==> config.mk <==
export PLATFORM = sky130hd
export DESIGN_NAME = uart_tx_channel
export DESIGN_NICKNAME = d
export VERILOG_FILES = /design/src/common/uart_tx_pkg.sv /design/src/common/baud_if.sv /design/src/hdl/uart_tx_baud.sv /design/src/hdl/uart_tx_channel.sv
export SDC_FILE = /design/constraint.sdc
export NUM_CORES = 1
export LEC_CHECK = 0
export BUFFER_PORTS_ARGS = -buffer_cell sky130_fd_sc_hd__buf_2
export CAP_MARGIN = 20
export CORE_MARGIN = 4
export CORE_UTILIZATION = 60
export DETAILED_ROUTE_END_ITERATION = 8
export HOLD_SLACK_MARGIN = 0.05
export PLACE_DENSITY_LB_ADDON = 0.1
export SLEW_MARGIN = 0
export SYNTH_ARGS = -nofsm -noshare
export SYNTH_HDL_FRONTEND = slang
export SYNTH_SLANG_ARGS = --single-unit
==> constraint.sdc <==
create_clock -name pclk -period 4.9 [get_ports pclk]
set_input_delay 0.98 -clock pclk [delete_from_list [all_inputs] [get_ports pclk]]
set_output_delay 0.98 -clock pclk [all_outputs]
set_load 0.03 [all_outputs]
==> src/common/uart_tx_pkg.sv <==
// package with register map, field layout and timing constants
package uart_tx_pkg;

  // register byte offsets (aligned words)
  localparam logic [7:0] CHAN_DATA_DIVIDER_OFS = 8'h00;
  localparam logic [7:0] CHAN_COMM_CONFIG_OFS  = 8'h04;
  localparam logic [7:0] CHAN_STATUS_OFS       = 8'h08;
  localparam logic [7:0] CHAN_START_OFS        = 8'h0C;
  localparam logic [7:0] CHAN_STOP_OFS         = 8'h10;
  localparam logic [7:0] SERIAL_OUT_LEVEL_OFS  = 8'h14;
  localparam logic [7:0] SERIAL_OUT_ENABLE_OFS = 8'h18;
  localparam logic [7:0] CLOCK_GATE_OFS        = 8'h1C;

  // data/divider register fields
  localparam int DIV_LSB  = 9;
  localparam int DIV_W    = 7;
  localparam logic [6:0] DIV_MIN = 7'h02;

  // config register field positions
  localparam int CFG_LEN_LO   = 0;
  localparam int CFG_LEN_HI   = 1;
  localparam int CFG_PAR_LSB  = 2;
  localparam int CFG_STOP2    = 4;
  localparam int CFG_LSB_1ST  = 5;
  localparam int CFG_INVERT   = 6;
  localparam int CFG_IRQ_SRC  = 7;
  localparam int CFG_PRE_LSB  = 8;
  localparam logic [15:0] CFG_RESET = 16'h0023;

  // status register field positions
  localparam int STS_BUF_FULL = 0;
  localparam int STS_ACTIVE   = 6;
  localparam int STS_ENABLED  = 8;

  // channel and output bit positions for this transmit channel
  localparam int CHAN_BIT     = 0;
  localparam logic [15:0] OUT_LEVEL_RESET = 16'h0F0F;

  // operation clock prescaler width (fclk / 2^k, k = 0..15)
  localparam int PRE_W = 4;

  // divide-by-two applied after the divider value plus one
  localparam int HALF_BIT_STEPS = 2;

  typedef enum logic [1:0] {
    PAR_NONE = 2'b00,
    PAR_ZERO = 2'b01,
    PAR_EVEN = 2'b10,
    PAR_ODD  = 2'b11
  } parity_t;

  typedef enum logic [1:0] {
    ST_IDLE  = 2'b00,
    ST_START = 2'b01,
    ST_SHIFT = 2'b10,
    ST_STOP  = 2'b11
  } tx_state_t;

endpackage

==> src/common/baud_if.sv <==
// operation clock and bit tick carrier between top and baud generator
`timescale 1ns/10ps
interface baud_if;
  logic       run;
  logic [3:0] prescale;
  logic [6:0] divider;
  logic       bit_tick;

  modport ctrl (output run, output prescale, output divider,
                input bit_tick);
  modport gen  (input run, input prescale, input divider,
                output bit_tick);
endinterface

==> src/hdl/uart_tx_baud.sv <==
// baud generator: prescaled operation clock then bit-period divider
`timescale 1ns/10ps
module uart_tx_baud
  import uart_tx_pkg::*;
(
  input  wire logic pclk,
  input  wire logic presetn,
  baud_if.gen       bif
);

  logic [15:0] pre_cnt_q;
  logic [7:0]  div_cnt_q;
  logic        half_q;
  logic        op_tick;

  // operation clock enable: one pulse every 2^prescale pclk cycles
  assign op_tick = ((pre_cnt_q & ((16'h0001 << bif.prescale) - 16'h0001))
                    == 16'h0000);

  always_ff @(posedge pclk or negedge presetn) begin
    if (!presetn) begin
      pre_cnt_q <= 16'h0000;
    end else if (!bif.run) begin
      pre_cnt_q <= 16'h0000;
    end else begin
      pre_cnt_q <= pre_cnt_q + 16'h0001;
    end
  end

  // bit period = (divider + 1) * 2 operation clocks
  always_ff @(posedge pclk or negedge presetn) begin
    if (!presetn) begin
      div_cnt_q <= 8'h00;
      half_q    <= 1'b0;
      bif.bit_tick <= 1'b0;
    end else if (!bif.run) begin
      div_cnt_q <= 8'h00;
      half_q    <= 1'b0;
      bif.bit_tick <= 1'b0;
    end else begin
      bif.bit_tick <= 1'b0;
      if (op_tick) begin
        if (div_cnt_q >= {1'b0, bif.divider}) begin
          div_cnt_q <= 8'h00;
          half_q    <= ~half_q;
          bif.bit_tick <= half_q;
        end else begin
          div_cnt_q <= div_cnt_q + 8'h01;
        end
      end
    end
  end

endmodule

==> src/hdl/uart_tx_channel.sv <==
// transmit channel of the serial unit with apb register slave
// Operation
// - frame is start bit, data, optional parity, stop bits, internal baud
// - this even channel only transmits; odd partner receives
// - data length 7, 8 or 9 bits; 9 only on first pair
// - software selects msb-first or lsb-first shifting
// - inversion selects idle-high normal or idle-low inverted output; idle shows the output level bit, which takes the stop level only after a frame
// - parity none, always zero, even or odd; receiver checks it
// - one or two stop bits appended; receiver checks stop bit
// - divider in data bits 15:9 at least 2; slowest fclk/(2*2^15*128)
// - receiver raises error interrupt on framing, parity, overrun errors
// - write while buffer full overwrites the pending word
// - interrupt mode bit may change during operation, before last bit
// - clock gate off resets unit; software reinitializes afterward
// - nine-bit mode takes word from data register bits 0 to 8
// - a pair used for this function serves only this function
// - one function per channel; other channels stay free
`timescale 1ns/10ps
module uart_tx_channel
  import uart_tx_pkg::*;
#(
  parameter bit NINE_BIT_OK = 1'b1
) (
  input  wire logic        pclk,
  input  wire logic        presetn,
  input  wire logic        psel,
  input  wire logic        penable,
  input  wire logic        pwrite,
  input  wire logic [7:0]  paddr,
  input  wire logic [31:0] pwdata,
  output logic      [31:0] prdata,
  output logic             pready,
  output logic             pslverr,
  output logic             txd,
  output logic             transmit_irq
);

  baud_if bif ();

  logic [15:0] channel_data_divider_q;
  logic [15:0] channel_comm_config_q;
  logic [15:0] serial_output_level_q;
  logic        serial_output_enable_q;
  logic        peripheral_clock_gate_q;
  logic        channel_enabled_q;
  logic        buffer_full_q;
  logic [8:0]  shift_q;
  logic [3:0]  bit_cnt_q;
  logic        parity_acc_q;
  logic        stop_cnt_q;
  tx_state_t   state_q;
  logic        wr_en;
  logic        rd_en;
  logic        addr_ok;
  logic        unit_rst;
  logic [3:0]  data_len;
  logic        cur_bit;
  parity_t     par_mode;
  logic        active;
  logic        load_word;
  logic        line_bit;

  ////////////////////////////////////////////////////////////////////////
  // apb decode
  function automatic logic mapped(input logic [7:0] a);
    case (a)
      CHAN_DATA_DIVIDER_OFS, CHAN_COMM_CONFIG_OFS, CHAN_STATUS_OFS,
      CHAN_START_OFS, CHAN_STOP_OFS, SERIAL_OUT_LEVEL_OFS,
      SERIAL_OUT_ENABLE_OFS, CLOCK_GATE_OFS: mapped = 1'b1;
      default: mapped = 1'b0;
    endcase
  endfunction

  // zero-wait slave; unmapped addresses answer with pslverr
  assign addr_ok = mapped(paddr);
  assign pready  = 1'b1;
  assign pslverr = psel & penable & ~addr_ok;
  assign wr_en   = psel & penable & pwrite & addr_ok;
  // reads latch in the setup cycle, so data stands at the access edge
  assign rd_en   = psel & ~penable & ~pwrite;
  // clock gate low holds the whole unit in reset
  assign unit_rst = ~peripheral_clock_gate_q;

  // length code 11 = 9 bits, 10 = 8 bits, 01/00 = 7 bits
  always_comb begin
    if (channel_comm_config_q[CFG_LEN_HI] && channel_comm_config_q[CFG_LEN_LO]
        && NINE_BIT_OK) begin
      data_len = 4'h9;
    end else if (channel_comm_config_q[CFG_LEN_HI]) begin
      data_len = 4'h8;
    end else begin
      data_len = 4'h7;
    end
  end

  assign par_mode = parity_t'(channel_comm_config_q[CFG_PAR_LSB +: 2]);
  assign active   = (state_q != ST_IDLE);

  ////////////////////////////////////////////////////////////////////////
  // peripheral clock gate, kept outside the unit reset
  always_ff @(posedge pclk or negedge presetn) begin
    if (!presetn) begin
      peripheral_clock_gate_q <= 1'b0;
    end else if (wr_en && paddr == CLOCK_GATE_OFS) begin
      peripheral_clock_gate_q <= pwdata[0];
    end
  end

  // configuration and output setup registers
  always_ff @(posedge pclk or negedge presetn) begin
    if (!presetn) begin
      channel_comm_config_q  <= CFG_RESET;
      serial_output_level_q  <= OUT_LEVEL_RESET;
      serial_output_enable_q <= 1'b0;
    end else if (unit_rst) begin
      channel_comm_config_q  <= CFG_RESET;
      serial_output_level_q  <= OUT_LEVEL_RESET;
      serial_output_enable_q <= 1'b0;
    end else begin
      // mode bit accepted even while transmitting
      if (wr_en && paddr == CHAN_COMM_CONFIG_OFS) begin
        channel_comm_config_q <= pwdata[15:0];
      end
      if (wr_en && paddr == SERIAL_OUT_ENABLE_OFS) begin
        serial_output_enable_q <= pwdata[CHAN_BIT];
      end
      // direct level writes only hold while channel stopped
      if (wr_en && paddr == SERIAL_OUT_LEVEL_OFS && !channel_enabled_q) begin
        serial_output_level_q <= pwdata[15:0];
      end else if (channel_enabled_q && active) begin
        // level bit tracks the line, so idle resumes at the stop level
        serial_output_level_q[CHAN_BIT] <= line_bit;
      end
    end
  end

  // start/stop triggers set and clear the enabled status
  always_ff @(posedge pclk or negedge presetn) begin
    if (!presetn) begin
      channel_enabled_q <= 1'b0;
    end else if (unit_rst) begin
      channel_enabled_q <= 1'b0;
    end else if (wr_en && paddr == CHAN_STOP_OFS && pwdata[CHAN_BIT]) begin
      channel_enabled_q <= 1'b0;
    end else if (wr_en && paddr == CHAN_START_OFS && pwdata[CHAN_BIT]) begin
      channel_enabled_q <= 1'b1;
    end
  end

  ////////////////////////////////////////////////////////////////////////
  // data register and buffer-full flag
  assign load_word = channel_enabled_q && buffer_full_q &&
                     (state_q == ST_IDLE ||
                      (state_q == ST_STOP && bif.bit_tick &&
                       (stop_cnt_q || !channel_comm_config_q[CFG_STOP2])));

  always_ff @(posedge pclk or negedge presetn) begin
    if (!presetn) begin
      channel_data_divider_q <= 16'h0000;
      buffer_full_q          <= 1'b0;
    end else if (unit_rst) begin
      channel_data_divider_q <= 16'h0000;
      buffer_full_q          <= 1'b0;
    end else if (wr_en && paddr == CHAN_DATA_DIVIDER_OFS) begin
      // divider field only changes while stopped; data always
      if (!channel_enabled_q) begin
        channel_data_divider_q <= pwdata[15:0];
      end else begin
        channel_data_divider_q[8:0] <= pwdata[8:0];
      end
      buffer_full_q <= channel_enabled_q; // set wins over the load
    end else if (load_word) begin
      buffer_full_q <= 1'b0;
    end
  end

  ////////////////////////////////////////////////////////////////////////
  // baud generator hookup; divider below minimum is clamped
  assign bif.run      = channel_enabled_q & active;
  assign bif.prescale = channel_comm_config_q[CFG_PRE_LSB +: PRE_W];
  assign bif.divider  =
    (channel_data_divider_q[DIV_LSB +: DIV_W] < DIV_MIN) ?
    DIV_MIN : channel_data_divider_q[DIV_LSB +: DIV_W];

  uart_tx_baud u_baud (
    .pclk    (pclk),
    .presetn (presetn),
    .bif     (bif.gen)
  );

  // next data bit by direction
  assign cur_bit = channel_comm_config_q[CFG_LSB_1ST] ? shift_q[0]
                   : shift_q[data_len - 4'h1];

  ////////////////////////////////////////////////////////////////////////
  // frame sequencer
  always_ff @(posedge pclk or negedge presetn) begin
    if (!presetn) begin
      state_q      <= ST_IDLE;
      shift_q      <= 9'h000;
      bit_cnt_q    <= 4'h0;
      parity_acc_q <= 1'b0;
      stop_cnt_q   <= 1'b0;
    end else if (unit_rst || !channel_enabled_q) begin
      state_q <= ST_IDLE; // urgent stop aborts the frame
    end else begin
      case (state_q)
        ST_IDLE: begin
          if (load_word) begin
            shift_q      <= channel_data_divider_q[8:0];
            parity_acc_q <= 1'b0;
            state_q      <= ST_START;
          end
        end
        ST_START: begin
          if (bif.bit_tick) begin
            bit_cnt_q <= 4'h0;
            state_q   <= ST_SHIFT;
          end
        end
        ST_SHIFT: begin
          if (bif.bit_tick) begin
            parity_acc_q <= parity_acc_q ^ cur_bit;
            if (channel_comm_config_q[CFG_LSB_1ST]) begin
              shift_q <= {1'b0, shift_q[8:1]};
            end else begin
              shift_q <= {shift_q[7:0], 1'b0};
            end
            if (bit_cnt_q == data_len - 4'h1 + (par_mode != PAR_NONE)) begin
              stop_cnt_q <= 1'b0;
              state_q    <= ST_STOP;
            end
            bit_cnt_q <= bit_cnt_q + 4'h1;
          end
        end
        ST_STOP: begin
          if (bif.bit_tick) begin
            if (channel_comm_config_q[CFG_STOP2] && !stop_cnt_q) begin
              stop_cnt_q <= 1'b1;
            end else if (load_word) begin
              shift_q      <= channel_data_divider_q[8:0];
              parity_acc_q <= 1'b0;
              state_q      <= ST_START;
            end else begin
              state_q <= ST_IDLE;
            end
          end
        end
        default: state_q <= ST_IDLE;
      endcase
    end
  end

  ////////////////////////////////////////////////////////////////////////
  // line level: frame bit before inversion
  logic raw_bit;
  logic par_bit;
  always_comb begin
    case (par_mode)
      PAR_ZERO: par_bit = 1'b0;
      PAR_EVEN: par_bit = parity_acc_q;
      PAR_ODD:  par_bit = ~parity_acc_q;
      default:  par_bit = 1'b0;
    endcase
    case (state_q)
      ST_START: raw_bit = 1'b0;
      ST_SHIFT: raw_bit = (bit_cnt_q >= data_len) ? par_bit : cur_bit;
      default:  raw_bit = 1'b1;
    endcase
  end

  // line level after inversion
  assign line_bit = raw_bit ^ channel_comm_config_q[CFG_INVERT];

  // registered output; idle shows the output level bit, left at the stop level after a frame
  always_ff @(posedge pclk or negedge presetn) begin
    if (!presetn) begin
      txd <= 1'b1;
    end else if (!serial_output_enable_q || !active) begin
      txd <= serial_output_level_q[CHAN_BIT];
    end else begin
      txd <= line_bit;
    end
  end

  ////////////////////////////////////////////////////////////////////////
  // transmit interrupt: buffer empty or transfer end pulse
  always_ff @(posedge pclk or negedge presetn) begin
    if (!presetn) begin
      transmit_irq <= 1'b0;
    end else if (channel_comm_config_q[CFG_IRQ_SRC]) begin
      transmit_irq <= load_word;
    end else begin
      transmit_irq <= (state_q == ST_STOP) && bif.bit_tick && !load_word &&
                      (stop_cnt_q || !channel_comm_config_q[CFG_STOP2]);
    end
  end

  // read mux
  always_ff @(posedge pclk or negedge presetn) begin
    if (!presetn) begin
      prdata <= 32'h0000_0000;
    end else if (rd_en) begin
      case (paddr)
        CHAN_DATA_DIVIDER_OFS: prdata <= {16'h0000, channel_data_divider_q};
        CHAN_COMM_CONFIG_OFS:  prdata <= {16'h0000, channel_comm_config_q};
        CHAN_STATUS_OFS: begin
          prdata <= 32'h0000_0000;
          prdata[STS_BUF_FULL] <= buffer_full_q;
          prdata[STS_ACTIVE]   <= active;
          prdata[STS_ENABLED]  <= channel_enabled_q;
        end
        SERIAL_OUT_LEVEL_OFS:  prdata <= {16'h0000, serial_output_level_q};
        SERIAL_OUT_ENABLE_OFS: prdata <= {31'h0, serial_output_enable_q};
        CLOCK_GATE_OFS:        prdata <= {31'h0, peripheral_clock_gate_q};
        default:               prdata <= 32'h0000_0000;
      endcase
    end
  end

endmodule

==> flow_summary.ini <==
[synthesis]
netlist.area_leader.share = 0.391
synth-main-ff-cell = dfrtp_1
synth.area.top_cells = dfrtp_1 (39%), nand2_1 (7.4%), dfstp_2 (4.9%)
async_reset_ff_frac = 1.00
syn_area_per_cell_um2 = 8.85
synth_cell_types = 67
synth_edf_count = 0
synth-seq-cells = 112
synth_seq_area_share = 0.441
synth_cells = 723
yosys_warnings = 0
yosysTopAreaCell = dfrtp_1
synth_area_mm2 = 0.00640

[worst_setup_path]
r2r_slack_ps = 1530
critPathKind = reg -> reg
cp_cell_sequence = or4_1, ha_1, or4_1, o211ai_1, a2111oi_0, and4b_1, and2_1, a32o_1
crit_path_end = u_baud.div_cnt_q[3]
critical_path.startpoint = channel_comm_config_q[10]
timing.rr.end = u_baud.div_cnt_q[3]
rr_worst_depth = 8
critical_path.slowest_cell = dfrtp_1
critical_path_required_ps = 5190
cpMostUsedCell = or4_1
slowest_delay_ps = 620
cp-end-kind = flop
cp_max_fo = 20
r2r-start = channel_comm_config_q[10]
crit_arrival_ps = 3660
worstSetupStartpointType = flop

[clock_network]
cts_buffers = 9
cts.path.max_buffers = 2
cts_setup_buffers = 0
cts.sinks = 112
clockRootBuffer = clkbuf_8
insertion_delay_ps = 390
path_clk_slew_ps = 110
cts_tree = yes
ctsResizeCount = 0
cts_htree_levels = 3
holdBufCountCts = 0

[final_layout]
area_growth_pct = 6.57
multi_input_area_mm2 = 0.00321
fin_nets = 808
fillers = 886
final_cell_area_mm2 = 0.00682
seqCellArea_mm2 = 0.00282
drive_gt1_frac = 0.137
diodes = 0

[route]
dr_wl_met3_um = 865
ant_nets = 0
drc = 0
routed_wl_mm = 15.6
wl_met2_mm = 7.51
top_layer_used = met4
routed_via_density = 6.12
drt_first_iter_violations = 507
dr.pass1.iters = 5
wl_per_cell_um = 17.7
vias = 5401
wl_met1_mm = 6.94

[global_route]
overflow = 0
grt_first_pass_wirelength_mm = 26.0
grt_max_degree = 82
antenna_found_initial = 0
first_global_vias = 5187
grt_usage = 0.258

[timing]
maxSlewViolCount = 0
max_freq_ghz = 0.297
final-setup-viol-count = 0
period_share = 0.688
skew_ps = 14.8
final.setup.worst_slack_ps = 1530
hold_violations = 0
period_minus_slack_ps = 3370
relSlewSlack = 0.417
rsz0062_at_grt = no
tns_ps = 0
worstMarginPinSlew_ps = 872

[power]
power.density_mw_per_mm2 = 233
ir_drop_mv = 0.230
power.leakage_uw = 0.00299

[placement]
gp_congestion = 0.820
placed_area_mm2 = 0.00658
dpl.hpwl_mm = 10.8
place_ws_ps = 1500
port_buffers = 47

[run_status]
status = finished clean

[floorplan]
io_pins = 81
core_area_mm2 = 0.0104
rows = 37
die_w_um = 111
start_util = 0.617
die_h_um = 111
dieArea_mm2 = 0.0124

[hold_path]
hold_path.class = reg -> reg
hp-start = prdata[1]

[run]
drv_cap = 0
worst max-delay path: cells and delay by family, from the launching register on:
| family | cells | cell delay [ps] |
|---|---|---|
| AOI/OAI and AO/OA | 3 | 520 |
| adders and majority gates | 1 | 360 |
| DFF | 1 | 620 |
| and+or+nand+nor | 4 | 1770 |
stage by stage:
stage,hold WS (ps),std cells,power [uW],util
2_1_floorplan,464,738,984,-
3_3_place_gp,462,865,1010,0.635
3_5_place_dp,465,865,1010,0.635
4_1_cts,490,881,1600,0.655
5_1_grt,508,882,1650,0.657
6_report,489,882,1590,0.657
power by group:
group / switching [uW] / internal [uW] / leakage (uW) / total, uW
Sequential: 0.720 / 925 / 0.00152 / 925
Combinational: 57.1 / 15.8 / 0.00137 / 72.9
Clock: 344 / 249 / 0.000103 / 593
cell families (layout without fill, tap and decap cells):
logic type	after synthesis	in the layout	synth area share
XOR/XNOR	18	18	0.0246
adder cells (fa/ha/maj)	22	22	0.0430
multiplexers	18	18	0.0284
other	2	17	0.00117
flip-flops	112	112	0.441
AND/OR/NAND/NOR	291	291	0.224
buffers and inverters	86	94	0.0657
AO/OA/AOI/OAI	174	174	0.173
Yosys cell counts, drive strengths merged (3+ instances only):
cell     number
nand2       126
dfrtp       100
a21oi        60
nand3        51
o21ai        51
nor2         40
buf          38
clkbuf       26
ha           22
inv          21
mux2i        17
a222oi       13
and3         12
dfstp        12
xor2         11
nand2b        9
nor3          9
a31oi         7
nor3b         7
xnor2         7
a32o          6
nor2b         6
or3           6
nand4         4
o211ai        4
a211oi        3
a21boi        3
a22o          3
a31o          3
nor4b         3
o2bb2ai       3
or2           3
or4           3
registers in the layout (all words and copies together) (netlist names), 2 cells and up:
register and count:
u_baud.div_cnt_q 8, channel_data_divider_q 16, u_baud.pre_cnt_q 15, channel_comm_config_q 16, bit_cnt_q 4, state_q 2
serial_output_level_q 16, shift_q 9, prdata 16
per-layer routing:
layer | vias to the layer above | global-route usage
li1 | 2556 | -
met1 | 2640 | 0.359
met2 | 179 | 0.413
met3 | 26 | 0.0519
met4 | 0 | 0.0746
met5 | - | 0
cell usage in the layout (no fill, tap or decap), types with 13 or more instances in the layout:
cell type	count
a21oi_1	57
inv_1	21
o21ai_0	48
nand2_1	126
conb_1	17
mux2i_1	17
a222oi_1	13
buf_2	46
nand3_1	50
dfrtp_1	100
ha_1	22
nor2_1	38
worst min-delay path by stage:
stage | end | slack, ps | cells past startpoint
2_1_floorplan | serial_output_level_q[1] | 460 | 2
6_report | prdata[1] | 490 | 2
3_3_place_gp | prdata[0] | 460 | 2
4_1_cts | prdata[1] | 490 | 2
5_1_grt | prdata[6] | 510 | 2
3_5_place_dp | prdata[1] | 470 | 2
layout make-up:
class	count	area share
clock buffer	11	0.0193
clock inverter	5	0.0110
tap	136	0.0250
multi-input combinational	540	0.472
timing repair buffer	56	0.0477
sequential	112	0.413
inverter	22	0.0121
No activity file was read; power rests on OpenSTA's default activity.
